$ cat config.mk
export PLATFORM = sky130hd
export DESIGN_NAME = tpo_trace
export DESIGN_NICKNAME = d
export VERILOG_FILES = /design/src/hw/tpo_pkg.sv /design/src/hw/tpo_trace.sv
export SDC_FILE = /design/constraint.sdc
export NUM_CORES = 2
export LEC_CHECK = 0
export ABC_CLOCK_PERIOD_IN_PS = 7570
export BUFFER_PORTS_ARGS = -buffer_cell sky130_fd_sc_hd__buf_4
export CELL_PAD_IN_SITES_DETAIL_PLACEMENT = 1
export CELL_PAD_IN_SITES_GLOBAL_PLACEMENT = 1
export CORE_ASPECT_RATIO = 1.75
export CORE_MARGIN = 2
export CORE_UTILIZATION = 56
export DETAILED_ROUTE_END_ITERATION = 8
export PLACE_DENSITY_LB_ADDON = 0.1
export SKIP_CTS_REPAIR_TIMING = 1
export SYNTH_ARGS = -nofsm -noshare
export SYNTH_HDL_FRONTEND = slang
export SYNTH_SLANG_ARGS = --single-unit
$ cat constraint.sdc
create_clock -name clk_sys -period 7.57 [get_ports clk_sys]
set_clock_uncertainty 0.15 [all_clocks]
set_input_delay 0.3785 -clock clk_sys [delete_from_list [all_inputs] [get_ports clk_sys]]
set_output_delay 0.3785 -clock clk_sys [all_outputs]
set_load 0.03 [all_outputs]
$ cat src/hw/tpo_pkg.sv
// shared constants and types of the trace streaming unit
// assumes one bus clock and a byte wide plain register port
package tpo_pkg;
   localparam logic [15:0] TPO_OFS_DATA0 = 16'h0118;
   localparam logic [15:0] TPO_OFS_DATA3 = 16'h011B;
   localparam logic [15:0] TPO_OFS_MASK0 = 16'h011C;
   localparam logic [15:0] TPO_OFS_MASK3 = 16'h011F;
   localparam logic [15:0] TPO_OFS_CTRL = 16'h0120;
   localparam logic [15:0] TPO_OFS_STAT = 16'h0121;
   localparam logic [15:0] TPO_OFS_TBUF = 16'h0122;
   localparam logic [15:0] TPO_OFS_LCNT = 16'h0123;
   // trace_control_low fields
   localparam int TPO_CTL_ARM = 0;
   localparam int TPO_CTL_STREAM = 1;
   localparam int TPO_CTL_PINS = 2;
   localparam int TPO_CTL_TIMESTAMP_ENABLE_BIT = 3;
   localparam int TPO_CTL_ALIGN_LO = 4;
   // status fields
   localparam int TPO_ST_BUSY = 0;
   localparam int TPO_ST_OVF = 1;
   localparam int TPO_ST_ARMED = 2;
   localparam logic [31:0] TPO_CMP_RESET = 32'h0000_0000;
   localparam logic [31:0] TPO_MASK_RESET = 32'h0000_0000;
   localparam logic [7:0] TPO_CTRL_RESET = 8'h00;
   localparam logic [7:0] TPO_TBUF_BUSY_CODE = 8'hEE;
   localparam logic [1:0] TPO_ALIGN_END = 2'h0;
   localparam logic [1:0] TPO_ALIGN_MID = 2'h1;
   localparam logic [1:0] TPO_ALIGN_BEGIN = 2'h2;
   // info byte of an entry
   localparam int TPO_INFO_EXTERNAL_EVENT_INDICATOR = 7;
   localparam int TPO_INFO_TIMESTAMP_ENABLE_BIT = 6;
   localparam logic [1:0] TPO_KIND_SOURCE = 2'h1;
   localparam logic [1:0] TPO_KIND_DEST = 2'h2;
   localparam logic [1:0] TPO_KIND_VECTOR = 2'h3;
   localparam int TPO_LINES = 64;
   localparam int TPO_LINE_BITS = 64;
   localparam logic [5:0] TPO_LAST_BIT = 6'h3F;

   typedef struct packed {
      logic valid;
      logic [1:0] kind;
      logic [23:0] addr;
   } tpo_cof_t;

   typedef enum logic [2:0] {
      TPO_TX_IDLE = 3'b001,
      TPO_TX_LOW = 3'b010,
      TPO_TX_HIGH = 3'b100
   } tpo_tx_t;
endpackage : tpo_pkg

$ cat src/hw/tpo_trace.sv
// trace streaming unit: comparator A data/mask, 64 line trace buffer,
// serial streaming of buffered change_of_flow entries with offset clock
// assumes cpu side inputs share clk_sys; the event pin is asynchronous
//
// Notes on behaviour
// [RL1] comparator data readable always; writes only when disarmed and not streaming
// [RL2] comparator data at 0x0118..0x011B, bytewise, lowest address holds MSB
// [RL3] each data bit compares bus bit to 1 or 0 where mask bit is 1
// [RL4] indexed jump destination is stored even when an interrupt follows
// [RL5] two entries per line; counter bit 0 steps per entry; info marks kind
// [RL6] external event forces entry with last pc and indicator; coincidence gives one
// [RL7] timestamp enable switches entries to timestamped format
// [RL8] buffer line is eight bytes wide
// [RL9] data pin moves on bus clock; output clock edges fall between
// [RL10] buffer shifted out LSB first while new entries keep arriving
// [RL11] transmission starts in first cycle with no buffer write
// [RL12] output clock holds level while next line is not ready
// [RL13] streaming needs enable bit and arming; pins need pin enable bit
// [RL14] end alignment starts streaming at arming
// [RL15] begin alignment starts at final state, runs until disarm or overflow
// [RL16] mid alignment with streaming acts as end alignment
// [RL17] capture stops on overflow or disarm; sending finishes stored lines
// [RL18] status shows streaming busy and buffer overflow
// [RL19] timestamps only in the two streaming formats
// [RL20] buffer gating and the gating pin are ignored while streaming
// [RL21] disarmed while sending: all register writes are blocked
// [RL22] disarmed while sending: buffer read port returns 0xEE
// [RL23] capture tool samples data on output clock, tolerates pauses
//
// Implementation choice: the plain strobed port.
module tpo_trace
   import tpo_pkg::*;
(
   // clock and reset
   input wire logic clk_sys,
   input wire logic reset_n,
   // register port
   input wire logic [15:0] reg_addr,
   input wire logic [7:0] reg_wdata,
   input wire logic reg_wr,
   input wire logic reg_rd,
   output logic [7:0] reg_rdata,
   // cpu trace side
   input wire tpo_cof_t cof_in,
   input wire logic [23:0] last_pc,
   input wire logic seq_final_state,
   input wire logic seq_to_state0,
   input wire logic [31:0] bus_data,
   input wire logic bus_valid,
   output logic comparator_a_hit,
   // external event pin
   input wire logic ext_event_pin,
   // stream pins
   output logic stream_data_pin_o,
   output logic stream_data_pin_oe,
   output logic stream_clock_pin_o,
   output logic stream_clock_pin_oe
);
   logic [31:0] comparator_a_match_data_reg;
   logic [31:0] comparator_a_match_mask_reg;
   logic [7:0] trace_control_low_reg;
   logic armed_reg;
   logic started_reg;
   logic buffer_overflow_flag_reg;
   logic stream_busy_flag_reg;
   logic [2:0] ev_sync_reg;
   logic [31:0] timestamp_enable_bit_reg;
   logic [63:0] buf_mem [TPO_LINES];
   logic [6:0] wr_line_reg;
   logic wr_half_reg;
   logic [6:0] rd_line_reg;
   logic [2:0] tbr_ptr_reg;
   logic [63:0] shift_reg;
   logic [5:0] bit_cnt_reg;
   tpo_tx_t tx_reg;

   function automatic logic [1:0] byte_sel(input logic [15:0] a, input logic [15:0] base);
      logic [15:0] d;
      d = a - base;
      byte_sel = 2'h3 - d[1:0];
   endfunction : byte_sel

   function automatic logic in_word(input logic [15:0] a, input logic [15:0] lo,
                                    input logic [15:0] hi);
      in_word = (a >= lo) && (a <= hi);
   endfunction : in_word

   logic [1:0] align_eff;
   logic stream_en;
   logic timestamp_enable_bit_en;
   logic capturing;
   logic write_block;
   logic cmp_write_ok;
   logic ext_pulse;
   logic buf_req;
   logic buf_we;
   logic [6:0] lines_pending;
   logic line_ready;
   logic flush;
   logic tx_load;
   logic [31:0] entry;
   logic [7:0] info;

   assign stream_en = trace_control_low_reg[TPO_CTL_STREAM];
   assign timestamp_enable_bit_en = trace_control_low_reg[TPO_CTL_TIMESTAMP_ENABLE_BIT];
   // mid alignment cannot stream, so it falls back to end alignment
   assign align_eff = (trace_control_low_reg[TPO_CTL_ALIGN_LO +: 2] == TPO_ALIGN_MID)
                      ? TPO_ALIGN_END : trace_control_low_reg[TPO_CTL_ALIGN_LO +: 2]; // RL16
   // gating inputs are not consulted at all while capturing
   assign capturing = armed_reg && stream_en && started_reg
                      && !buffer_overflow_flag_reg; // RL13 RL17 RL20
   assign write_block = !armed_reg && stream_busy_flag_reg; // RL21
   assign cmp_write_ok = !armed_reg && !stream_busy_flag_reg; // RL1
   assign ext_pulse = ev_sync_reg[1] && !ev_sync_reg[2];
   assign lines_pending = wr_line_reg - rd_line_reg;
   assign buf_req = capturing && (cof_in.valid || ext_pulse);
   assign buf_we = buf_req && !lines_pending[6];
   assign flush = !capturing && wr_half_reg;
   assign line_ready = lines_pending != 7'h00;

   always_comb
   begin
      info = 8'h00;
      info[1:0] = cof_in.valid ? cof_in.kind : TPO_KIND_SOURCE; // RL5 RL4
      info[TPO_INFO_EXTERNAL_EVENT_INDICATOR] = ext_pulse; // RL6
      info[TPO_INFO_TIMESTAMP_ENABLE_BIT] = timestamp_enable_bit_en; // RL7 RL19
      entry = {info, cof_in.valid ? cof_in.addr : last_pc}; // RL6
   end

   // register writes
   always_ff @(posedge clk_sys)
   begin
      if (!reset_n)
      begin
         comparator_a_match_data_reg <= TPO_CMP_RESET;
         comparator_a_match_mask_reg <= TPO_MASK_RESET;
         trace_control_low_reg <= TPO_CTRL_RESET;
      end
      else if (reg_wr && !write_block)
      begin
         if (in_word(reg_addr, TPO_OFS_DATA0, TPO_OFS_DATA3) && cmp_write_ok)
            comparator_a_match_data_reg[byte_sel(reg_addr, TPO_OFS_DATA0)*8 +: 8]
               <= reg_wdata; // RL1 RL2
         if (in_word(reg_addr, TPO_OFS_MASK0, TPO_OFS_MASK3) && cmp_write_ok)
            comparator_a_match_mask_reg[byte_sel(reg_addr, TPO_OFS_MASK0)*8 +: 8]
               <= reg_wdata;
         if (reg_addr == TPO_OFS_CTRL)
            trace_control_low_reg <= reg_wdata; // RL21
      end
   end

   // arming, sequencer disarm and start alignment
   always_ff @(posedge clk_sys)
   begin
      if (!reset_n)
      begin
         armed_reg <= 1'b0;
         started_reg <= 1'b0;
      end
      else
      begin
         if (seq_to_state0)
            armed_reg <= 1'b0; // RL17
         else if (reg_wr && !write_block && reg_addr == TPO_OFS_CTRL)
            armed_reg <= reg_wdata[TPO_CTL_ARM];
         if (!armed_reg)
            started_reg <= 1'b0;
         else if (align_eff == TPO_ALIGN_BEGIN)
            started_reg <= started_reg || seq_final_state; // RL15
         else
            started_reg <= 1'b1; // RL14
      end
   end

   // overflow flag: set wins over the clear done by a fresh arming
   always_ff @(posedge clk_sys)
   begin
      if (!reset_n)
         buffer_overflow_flag_reg <= 1'b0;
      else if (buf_req && lines_pending[6])
         buffer_overflow_flag_reg <= 1'b1; // RL15 RL17 RL18
      else if (reg_wr && !write_block && reg_addr == TPO_OFS_CTRL && !armed_reg
               && reg_wdata[TPO_CTL_ARM])
         buffer_overflow_flag_reg <= 1'b0;
   end

   // busy covers a line in flight and lines still waiting
   always_ff @(posedge clk_sys)
   begin
      if (!reset_n)
         stream_busy_flag_reg <= 1'b0;
      else
         stream_busy_flag_reg <= (tx_reg != TPO_TX_IDLE) || line_ready || tx_load
                                 || wr_half_reg; // RL18
   end

   // event pin synchroniser and edge finder
   always_ff @(posedge clk_sys)
   begin
      if (!reset_n)
         ev_sync_reg <= 3'h0;
      else
         ev_sync_reg <= {ev_sync_reg[1:0], ext_event_pin};
   end

   always_ff @(posedge clk_sys)
   begin
      if (!reset_n)
         timestamp_enable_bit_reg <= 32'h0000_0000;
      else
         timestamp_enable_bit_reg <= timestamp_enable_bit_reg + 32'h0000_0001;
   end

   // buffer write pointer; a lone half line is closed once capture ends
   always_ff @(posedge clk_sys)
   begin
      if (!reset_n)
      begin
         wr_line_reg <= 7'h00;
         wr_half_reg <= 1'b0;
      end
      else if (buf_we)
      begin
         if (timestamp_enable_bit_en || wr_half_reg)
         begin
            wr_line_reg <= wr_line_reg + 7'h01;
            wr_half_reg <= 1'b0;
         end
         else
            wr_half_reg <= 1'b1; // RL5
      end
      else if (flush)
      begin
         wr_line_reg <= wr_line_reg + 7'h01;
         wr_half_reg <= 1'b0; // RL17
      end
   end

   always_ff @(posedge clk_sys)
   begin
      if (buf_we)
      begin
         if (timestamp_enable_bit_en)
            buf_mem[wr_line_reg[5:0]] <= {timestamp_enable_bit_reg, entry}; // RL7 RL8
         else if (wr_half_reg)
            buf_mem[wr_line_reg[5:0]][63:32] <= entry; // RL5
         else
            buf_mem[wr_line_reg[5:0]] <= {32'h0000_0000, entry};
      end
   end

   // serial transmitter: one bit per two bus cycles, clock high in the second
   assign tx_load = line_ready && !buf_we && stream_en
                    && ((tx_reg == TPO_TX_IDLE)
                        || (tx_reg == TPO_TX_HIGH && bit_cnt_reg == TPO_LAST_BIT)); // RL11

   always_ff @(posedge clk_sys)
   begin
      if (!reset_n)
      begin
         tx_reg <= TPO_TX_IDLE;
         shift_reg <= 64'h0000_0000_0000_0000;
         bit_cnt_reg <= 6'h00;
         rd_line_reg <= 7'h00;
      end
      else
      begin
         case (tx_reg)
            TPO_TX_IDLE:
            begin
               if (tx_load)
               begin
                  shift_reg <= buf_mem[rd_line_reg[5:0]]; // RL10
                  rd_line_reg <= rd_line_reg + 7'h01;
                  bit_cnt_reg <= 6'h00;
                  tx_reg <= TPO_TX_LOW;
               end
            end
            TPO_TX_LOW:
               tx_reg <= TPO_TX_HIGH;
            TPO_TX_HIGH:
            begin
               if (bit_cnt_reg != TPO_LAST_BIT)
               begin
                  shift_reg <= {1'b0, shift_reg[63:1]}; // RL10
                  bit_cnt_reg <= bit_cnt_reg + 6'h01;
                  tx_reg <= TPO_TX_LOW;
               end
               else if (tx_load)
               begin
                  shift_reg <= buf_mem[rd_line_reg[5:0]];
                  rd_line_reg <= rd_line_reg + 7'h01;
                  bit_cnt_reg <= 6'h00;
                  tx_reg <= TPO_TX_LOW;
               end
               else
                  tx_reg <= TPO_TX_IDLE; // RL12
            end
            default:
               tx_reg <= TPO_TX_IDLE;
         endcase
      end
   end

   // pins follow the shifter with one flop; clock rises mid bit
   always_ff @(posedge clk_sys)
   begin
      if (!reset_n)
      begin
         stream_data_pin_o <= 1'b0;
         stream_clock_pin_o <= 1'b0;
         stream_data_pin_oe <= 1'b0;
         stream_clock_pin_oe <= 1'b0;
      end
      else
      begin
         if (tx_load)
            stream_data_pin_o <= buf_mem[rd_line_reg[5:0]][0]; // RL9 RL10
         else if (tx_reg == TPO_TX_HIGH && bit_cnt_reg != TPO_LAST_BIT)
            stream_data_pin_o <= shift_reg[1];
         stream_clock_pin_o <= (tx_reg == TPO_TX_LOW); // RL9 RL12
         stream_data_pin_oe <= trace_control_low_reg[TPO_CTL_PINS]; // RL13
         stream_clock_pin_oe <= trace_control_low_reg[TPO_CTL_PINS];
      end
   end

   // comparator A data match
   always_ff @(posedge clk_sys)
   begin
      if (!reset_n)
         comparator_a_hit <= 1'b0;
      else
         comparator_a_hit <= bus_valid && &(~(bus_data ^ comparator_a_match_data_reg)
                                            | ~comparator_a_match_mask_reg); // RL3
   end

   // register reads, data one cycle after the strobe
   always_ff @(posedge clk_sys)
   begin
      if (!reset_n)
      begin
         reg_rdata <= 8'h00;
         tbr_ptr_reg <= 3'h0;
      end
      else
      begin
         reg_rdata <= 8'h00;
         if (reg_rd)
         begin
            if (in_word(reg_addr, TPO_OFS_DATA0, TPO_OFS_DATA3))
               reg_rdata <= comparator_a_match_data_reg[byte_sel(reg_addr, TPO_OFS_DATA0)*8 +: 8];
            else if (in_word(reg_addr, TPO_OFS_MASK0, TPO_OFS_MASK3))
               reg_rdata <= comparator_a_match_mask_reg[byte_sel(reg_addr, TPO_OFS_MASK0)*8 +: 8];
            else if (reg_addr == TPO_OFS_CTRL)
               reg_rdata <= {trace_control_low_reg[7:1], armed_reg};
            else if (reg_addr == TPO_OFS_STAT)
               reg_rdata <= {5'h00, armed_reg, buffer_overflow_flag_reg, stream_busy_flag_reg};
            else if (reg_addr == TPO_OFS_LCNT)
               reg_rdata <= {1'b0, wr_line_reg[5:0], wr_half_reg}; // RL5
            else if (reg_addr == TPO_OFS_TBUF)
            begin
               if (write_block)
                  reg_rdata <= TPO_TBUF_BUSY_CODE; // RL22
               else
               begin
                  reg_rdata <= buf_mem[rd_line_reg[5:0]][tbr_ptr_reg*8 +: 8];
                  tbr_ptr_reg <= tbr_ptr_reg + 3'h1;
               end
            end
         end
      end
   end

   a_cmp_write_block: assert property (@(posedge clk_sys) disable iff (!reset_n)
      reg_wr && in_word(reg_addr, TPO_OFS_DATA0, TPO_OFS_DATA3) && !cmp_write_ok
      |=> $stable(comparator_a_match_data_reg)) // RL1
      else $error("comparator data changed while locked");
   a_ctrl_write_block: assert property (@(posedge clk_sys) disable iff (!reset_n)
      reg_wr && reg_addr == TPO_OFS_CTRL && write_block && !seq_to_state0
      |=> $stable(trace_control_low_reg)) // RL21
      else $error("control written while draining");
   a_tbuf_busy_code: assert property (@(posedge clk_sys) disable iff (!reset_n)
      reg_rd && reg_addr == TPO_OFS_TBUF && write_block
      |=> reg_rdata == 8'hEE) // RL22
      else $error("buffer read port did not return busy code");
   a_tx_start_gap: assert property (@(posedge clk_sys) disable iff (!reset_n)
      tx_reg == TPO_TX_IDLE && line_ready && stream_en && !buf_we
      |=> tx_reg == TPO_TX_LOW ##1 stream_clock_pin_o) // RL11
      else $error("transmission did not start in free cycle");
   a_clk_offset: assert property (@(posedge clk_sys) disable iff (!reset_n)
      $rose(stream_clock_pin_o) |-> $stable(stream_data_pin_o)) // RL9
      else $error("data moved at the clock high phase");
   a_clk_hold: assert property (@(posedge clk_sys) disable iff (!reset_n)
      tx_reg == TPO_TX_IDLE ##1 tx_reg == TPO_TX_IDLE |-> !stream_clock_pin_o) // RL12
      else $error("output clock moved while paused");
   a_ovf_stop: assert property (@(posedge clk_sys) disable iff (!reset_n)
      buffer_overflow_flag_reg |-> !buf_we) // RL17
      else $error("entry written after overflow");
   a_lsb_first: assert property (@(posedge clk_sys) disable iff (!reset_n)
      tx_load |=> stream_data_pin_o == shift_reg[0]) // RL10
      else $error("first bit sent was not the lsb");
   a_mid_as_end: assert property (@(posedge clk_sys) disable iff (!reset_n)
      $rose(armed_reg) && align_eff != TPO_ALIGN_BEGIN |=> started_reg) // RL14 RL16
      else $error("end aligned streaming did not start on arming");
   a_cmp_match: assert property (@(posedge clk_sys) disable iff (!reset_n)
      bus_valid && comparator_a_match_mask_reg == 32'hFFFF_FFFF
      && bus_data == comparator_a_match_data_reg |=> comparator_a_hit) // RL3
      else $error("full mask exact match missed");

   c_line_sent: cover property (@(posedge clk_sys) disable iff (!reset_n)
      tx_load ##129 tx_reg == TPO_TX_IDLE);
   c_overflow: cover property (@(posedge clk_sys) disable iff (!reset_n)
      $rose(buffer_overflow_flag_reg));
   c_ext_cof: cover property (@(posedge clk_sys) disable iff (!reset_n)
      buf_we && ext_pulse && cof_in.valid);
endmodule : tpo_trace

==> flow_summary.json <==
{
  "cts_inserted_buffers": 358,
  "endpoint_kind": "register",
  "clkSinkCount": 4058,
  "hp-start": "cof_in[6]",
  "num_vias": 86443,
  "synth.avg_cell_area_um2": 20.1,
  "grt_max_degree": 115,
  "grt_util_all_layers_pct": 37.4,
  "dr.pass1.iters": 8,
  "met2_length_um": 267000,
  "dieArea_mm2": 0.289,
  "vias_per_cell": 6.95,
  "min_path_type": "in -> reg",
  "rsz0062_at_grt": "false",
  "hold_slack_ps": -26.8,
  "most-common-layout-cells": "edfxtp_1 (3,840), mux4_2 (873), buf_4 (435)",
  "drt_iter0_drc": 11129,
  "gp_congestion": 0.975,
  "min_path_cells": 2,
  "period_needed_ps": 5910,
  "io_buffers": 127,
  "synth_edf_count": 3840,
  "grt_pass1_vias": 88666,
  "yosysTopAreaCell": "edfxtp_1",
  "netlist_area_mm2": 0.159,
  "grt_pass1_wl_um": 739000,
  "place_area_mm2": 0.166,
  "met1Wirelength_um": 175000,
  "crit_arrival_ps": 6580,
  "holdPathEnd": "buf_mem[44][6]",
  "cp_max_fo": 101,
  "cts-root-buf": "clkbuf_16",
  "yosysUniqueCellTypes": 82,
  "worst_setup_path_start_kind": "register",
  "synthTopCellsByArea": "edfxtp_1 (72%), mux4_2 (12%), dfxtp_1 (2.7%)",
  "rows": 259,
  "ys.flop_type": "edfxtp_1",
  "worst_slew_pin_slew_ps": 1600,
  "leakage_uw": 0.0544,
  "hold_viol_final": 6,
  "cpMaxStageDelayCell": "dfxtp_4",
  "clkSlewWorstSetupHoldPaths_ps": 70,
  "critPathKind": "reg -> reg",
  "ios": 128,
  "start_util_pct": 56.2,
  "synth-seq-cells": 4058,
  "maxCapViolations": 3,
  "final_common_cell": "edfxtp_1",
  "cp_common_cell": "a21oi_1",
  "status": "finished with violations",
  "htree_num_levels": 5,
  "ir_worst_vdd_mv": 0.208,
  "drc": 0,
  "clkLatencyLatePin_ps": 970,
  "largest_reg_flops": 3840,
  "syn_nets": 8074,
  "antenna_found_initial": 48,
  "seq_area_frac_synth_pct": 75.1,
  "yosys_warnings": 0,
  "cts_tree": "built",
  "wirelength_um": 539000,
  "path_cells": "buf_12, buf_4, mux4_2, a22oi_1, a21oi_1, or4_1, nand3_1, a41o_1, a21o_1, a21oi_1, dlygate4sd3_1",
  "drtAntennaViolNets": 0,
  "wl_met3_um": 43500,
  "top_layer": "met5",
  "final_layout_size_suffix_gt1_share_pct": 24.5,
  "wl_per_cell_um": 43.3,
  "die_w_um": 407,
  "die_h_um": 710,
  "postLayoutCellArea_mm2": 0.178,
  "cp.required_ps": 8250,
  "coreArea_mm2": 0.284,
  "finalCritPeriodShare_pct": 78.1,
  "r2r-end": "reg_rdata[0]",
  "synth_top_cell_area_share_pct": 72.4,
  "power.density_mw_per_mm2": 245,
  "async_flop_share_pct": 0,
  "setup_viol": 0,
  "syn_inst": 7943,
  "grt-ovfl-total": 0,
  "clk_path_buf_depth": 4,
  "fmax_mhz": 169,
  "violations": "hold timing, capacitance limit, slew limit",
  "rr_worst_depth": 11,
  "final.setup.tns_ps": 0,
  "final-max-slew-violation-count": 9,
  "max_stage_delay_ps": 970,
  "r2r_setup_slack_ps": 1660,
  "hpwl_um": 346000,
  "max-slew-margin-rel_pct": -6.68,
  "layout.nets": 8451,
  "area_delta_synth_final_pct": 12.0
}
[cells in the mapped netlist, drive strengths merged (19+ instances only)]
master / number
mux2: 35
nand4: 19
edfxtp: 3840
o221ai: 41
mux2i: 333
xnor2: 21
nor3: 78
a31oi: 29
and3: 21
nor2b: 41
nand2: 266
nor2: 443
dfxtp: 218
and2: 25
mux4: 924
o21ai: 84
buf: 277
a211oi: 32
o22ai: 146
nand2b: 28
a221oi: 29
a22o: 20
xor2: 53
a22oi: 194
a21oi: 248
nand3: 73
inv: 27
clkbuf: 194
[critical path: cells and delay by family, from the launching register on]
kind	cells	cell delay, ps
AO/OA/AOI/OAI	5	1140
buffers and inverters	3	1780
flip-flops	1	970
multiplexers	1	580
AND/OR/NAND/NOR	2	810
[power by group]
| part | internal, uW | switching (uW) |
|---|---|---|
| logic | 99.0 | 461 |
| registers | 24400 | 2.70 |
| clock network | 10300 | 8400 |
| total | 34800 | 8860 |
[logic make-up (layout without fill, tap and decap cells)]
logic type | after synthesis | in the layout | share of synthesized area (%)
other | 0 | 53 | 0
AOI/OAI and AO/OA | 926 | 926 | 3.87
adders and majority gates | 16 | 16 | 0.126
DFF | 4058 | 4058 | 75.1
and+or+nand+nor | 1079 | 1079 | 3.06
muxes | 1292 | 1292 | 15.5
buffers and inverters | 498 | 1154 | 1.88
xor gates and xnor gates | 74 | 74 | 0.407
[metrics by stage]
| stage | std cells | util [%] | power (uW) | setup WS (ps) |
|---|---|---|---|---|
| 3_5_place_dp | 11708 | 58.6 | 25400 | 2050 |
| 5_1_grt | 12414 | 62.9 | 44500 | 1580 |
| 3_3_place_gp | 11708 | 58.6 | 25400 | 1960 |
| 2_1_floorplan | 7943 | - | 25100 | 1780 |
| 6_report | 12436 | 62.9 | 43700 | 1660 |
| 4_1_cts | 12347 | 62.8 | 43800 | 1960 |
[final cells by class]
class                   count  area [um2]
diodes                     53         133
clock buffers             440        9510
clock inverters           199        2150
fillers                 23151      105000
inverters                  27         114
multi-input cells        3387       38100
flip-flops and latches   4058      120000
well taps                3784        4730
repair buffers            488        3990
[worst max-delay path by stage]
| stage | slack (ps) | to | cells past startpoint |
|---|---|---|---|
| after floorplan | 1780 | buf_mem[0][32] | 8 |
| after global placement | 1960 | buf_mem[20][25] | 11 |
| after detailed placement | 2050 | buf_mem[20][13] | 12 |
| after CTS | 1960 | buf_mem[20][7] | 12 |
| after global routing | 1580 | reg_rdata[0] | 11 |
| final | 1660 | reg_rdata[0] | 11 |
[metal layers]
| layer | vias up | GRT usage, % |
|---|---|---|
| li1 | 33701 | - |
| met1 | 46037 | 43.3 |
| met2 | 5272 | 61.4 |
| met3 | 1429 | 6.37 |
| met4 | 4 | 31.2 |
| met5 | - | 0 |
Note: power is estimated with default switching activity, not from simulation.
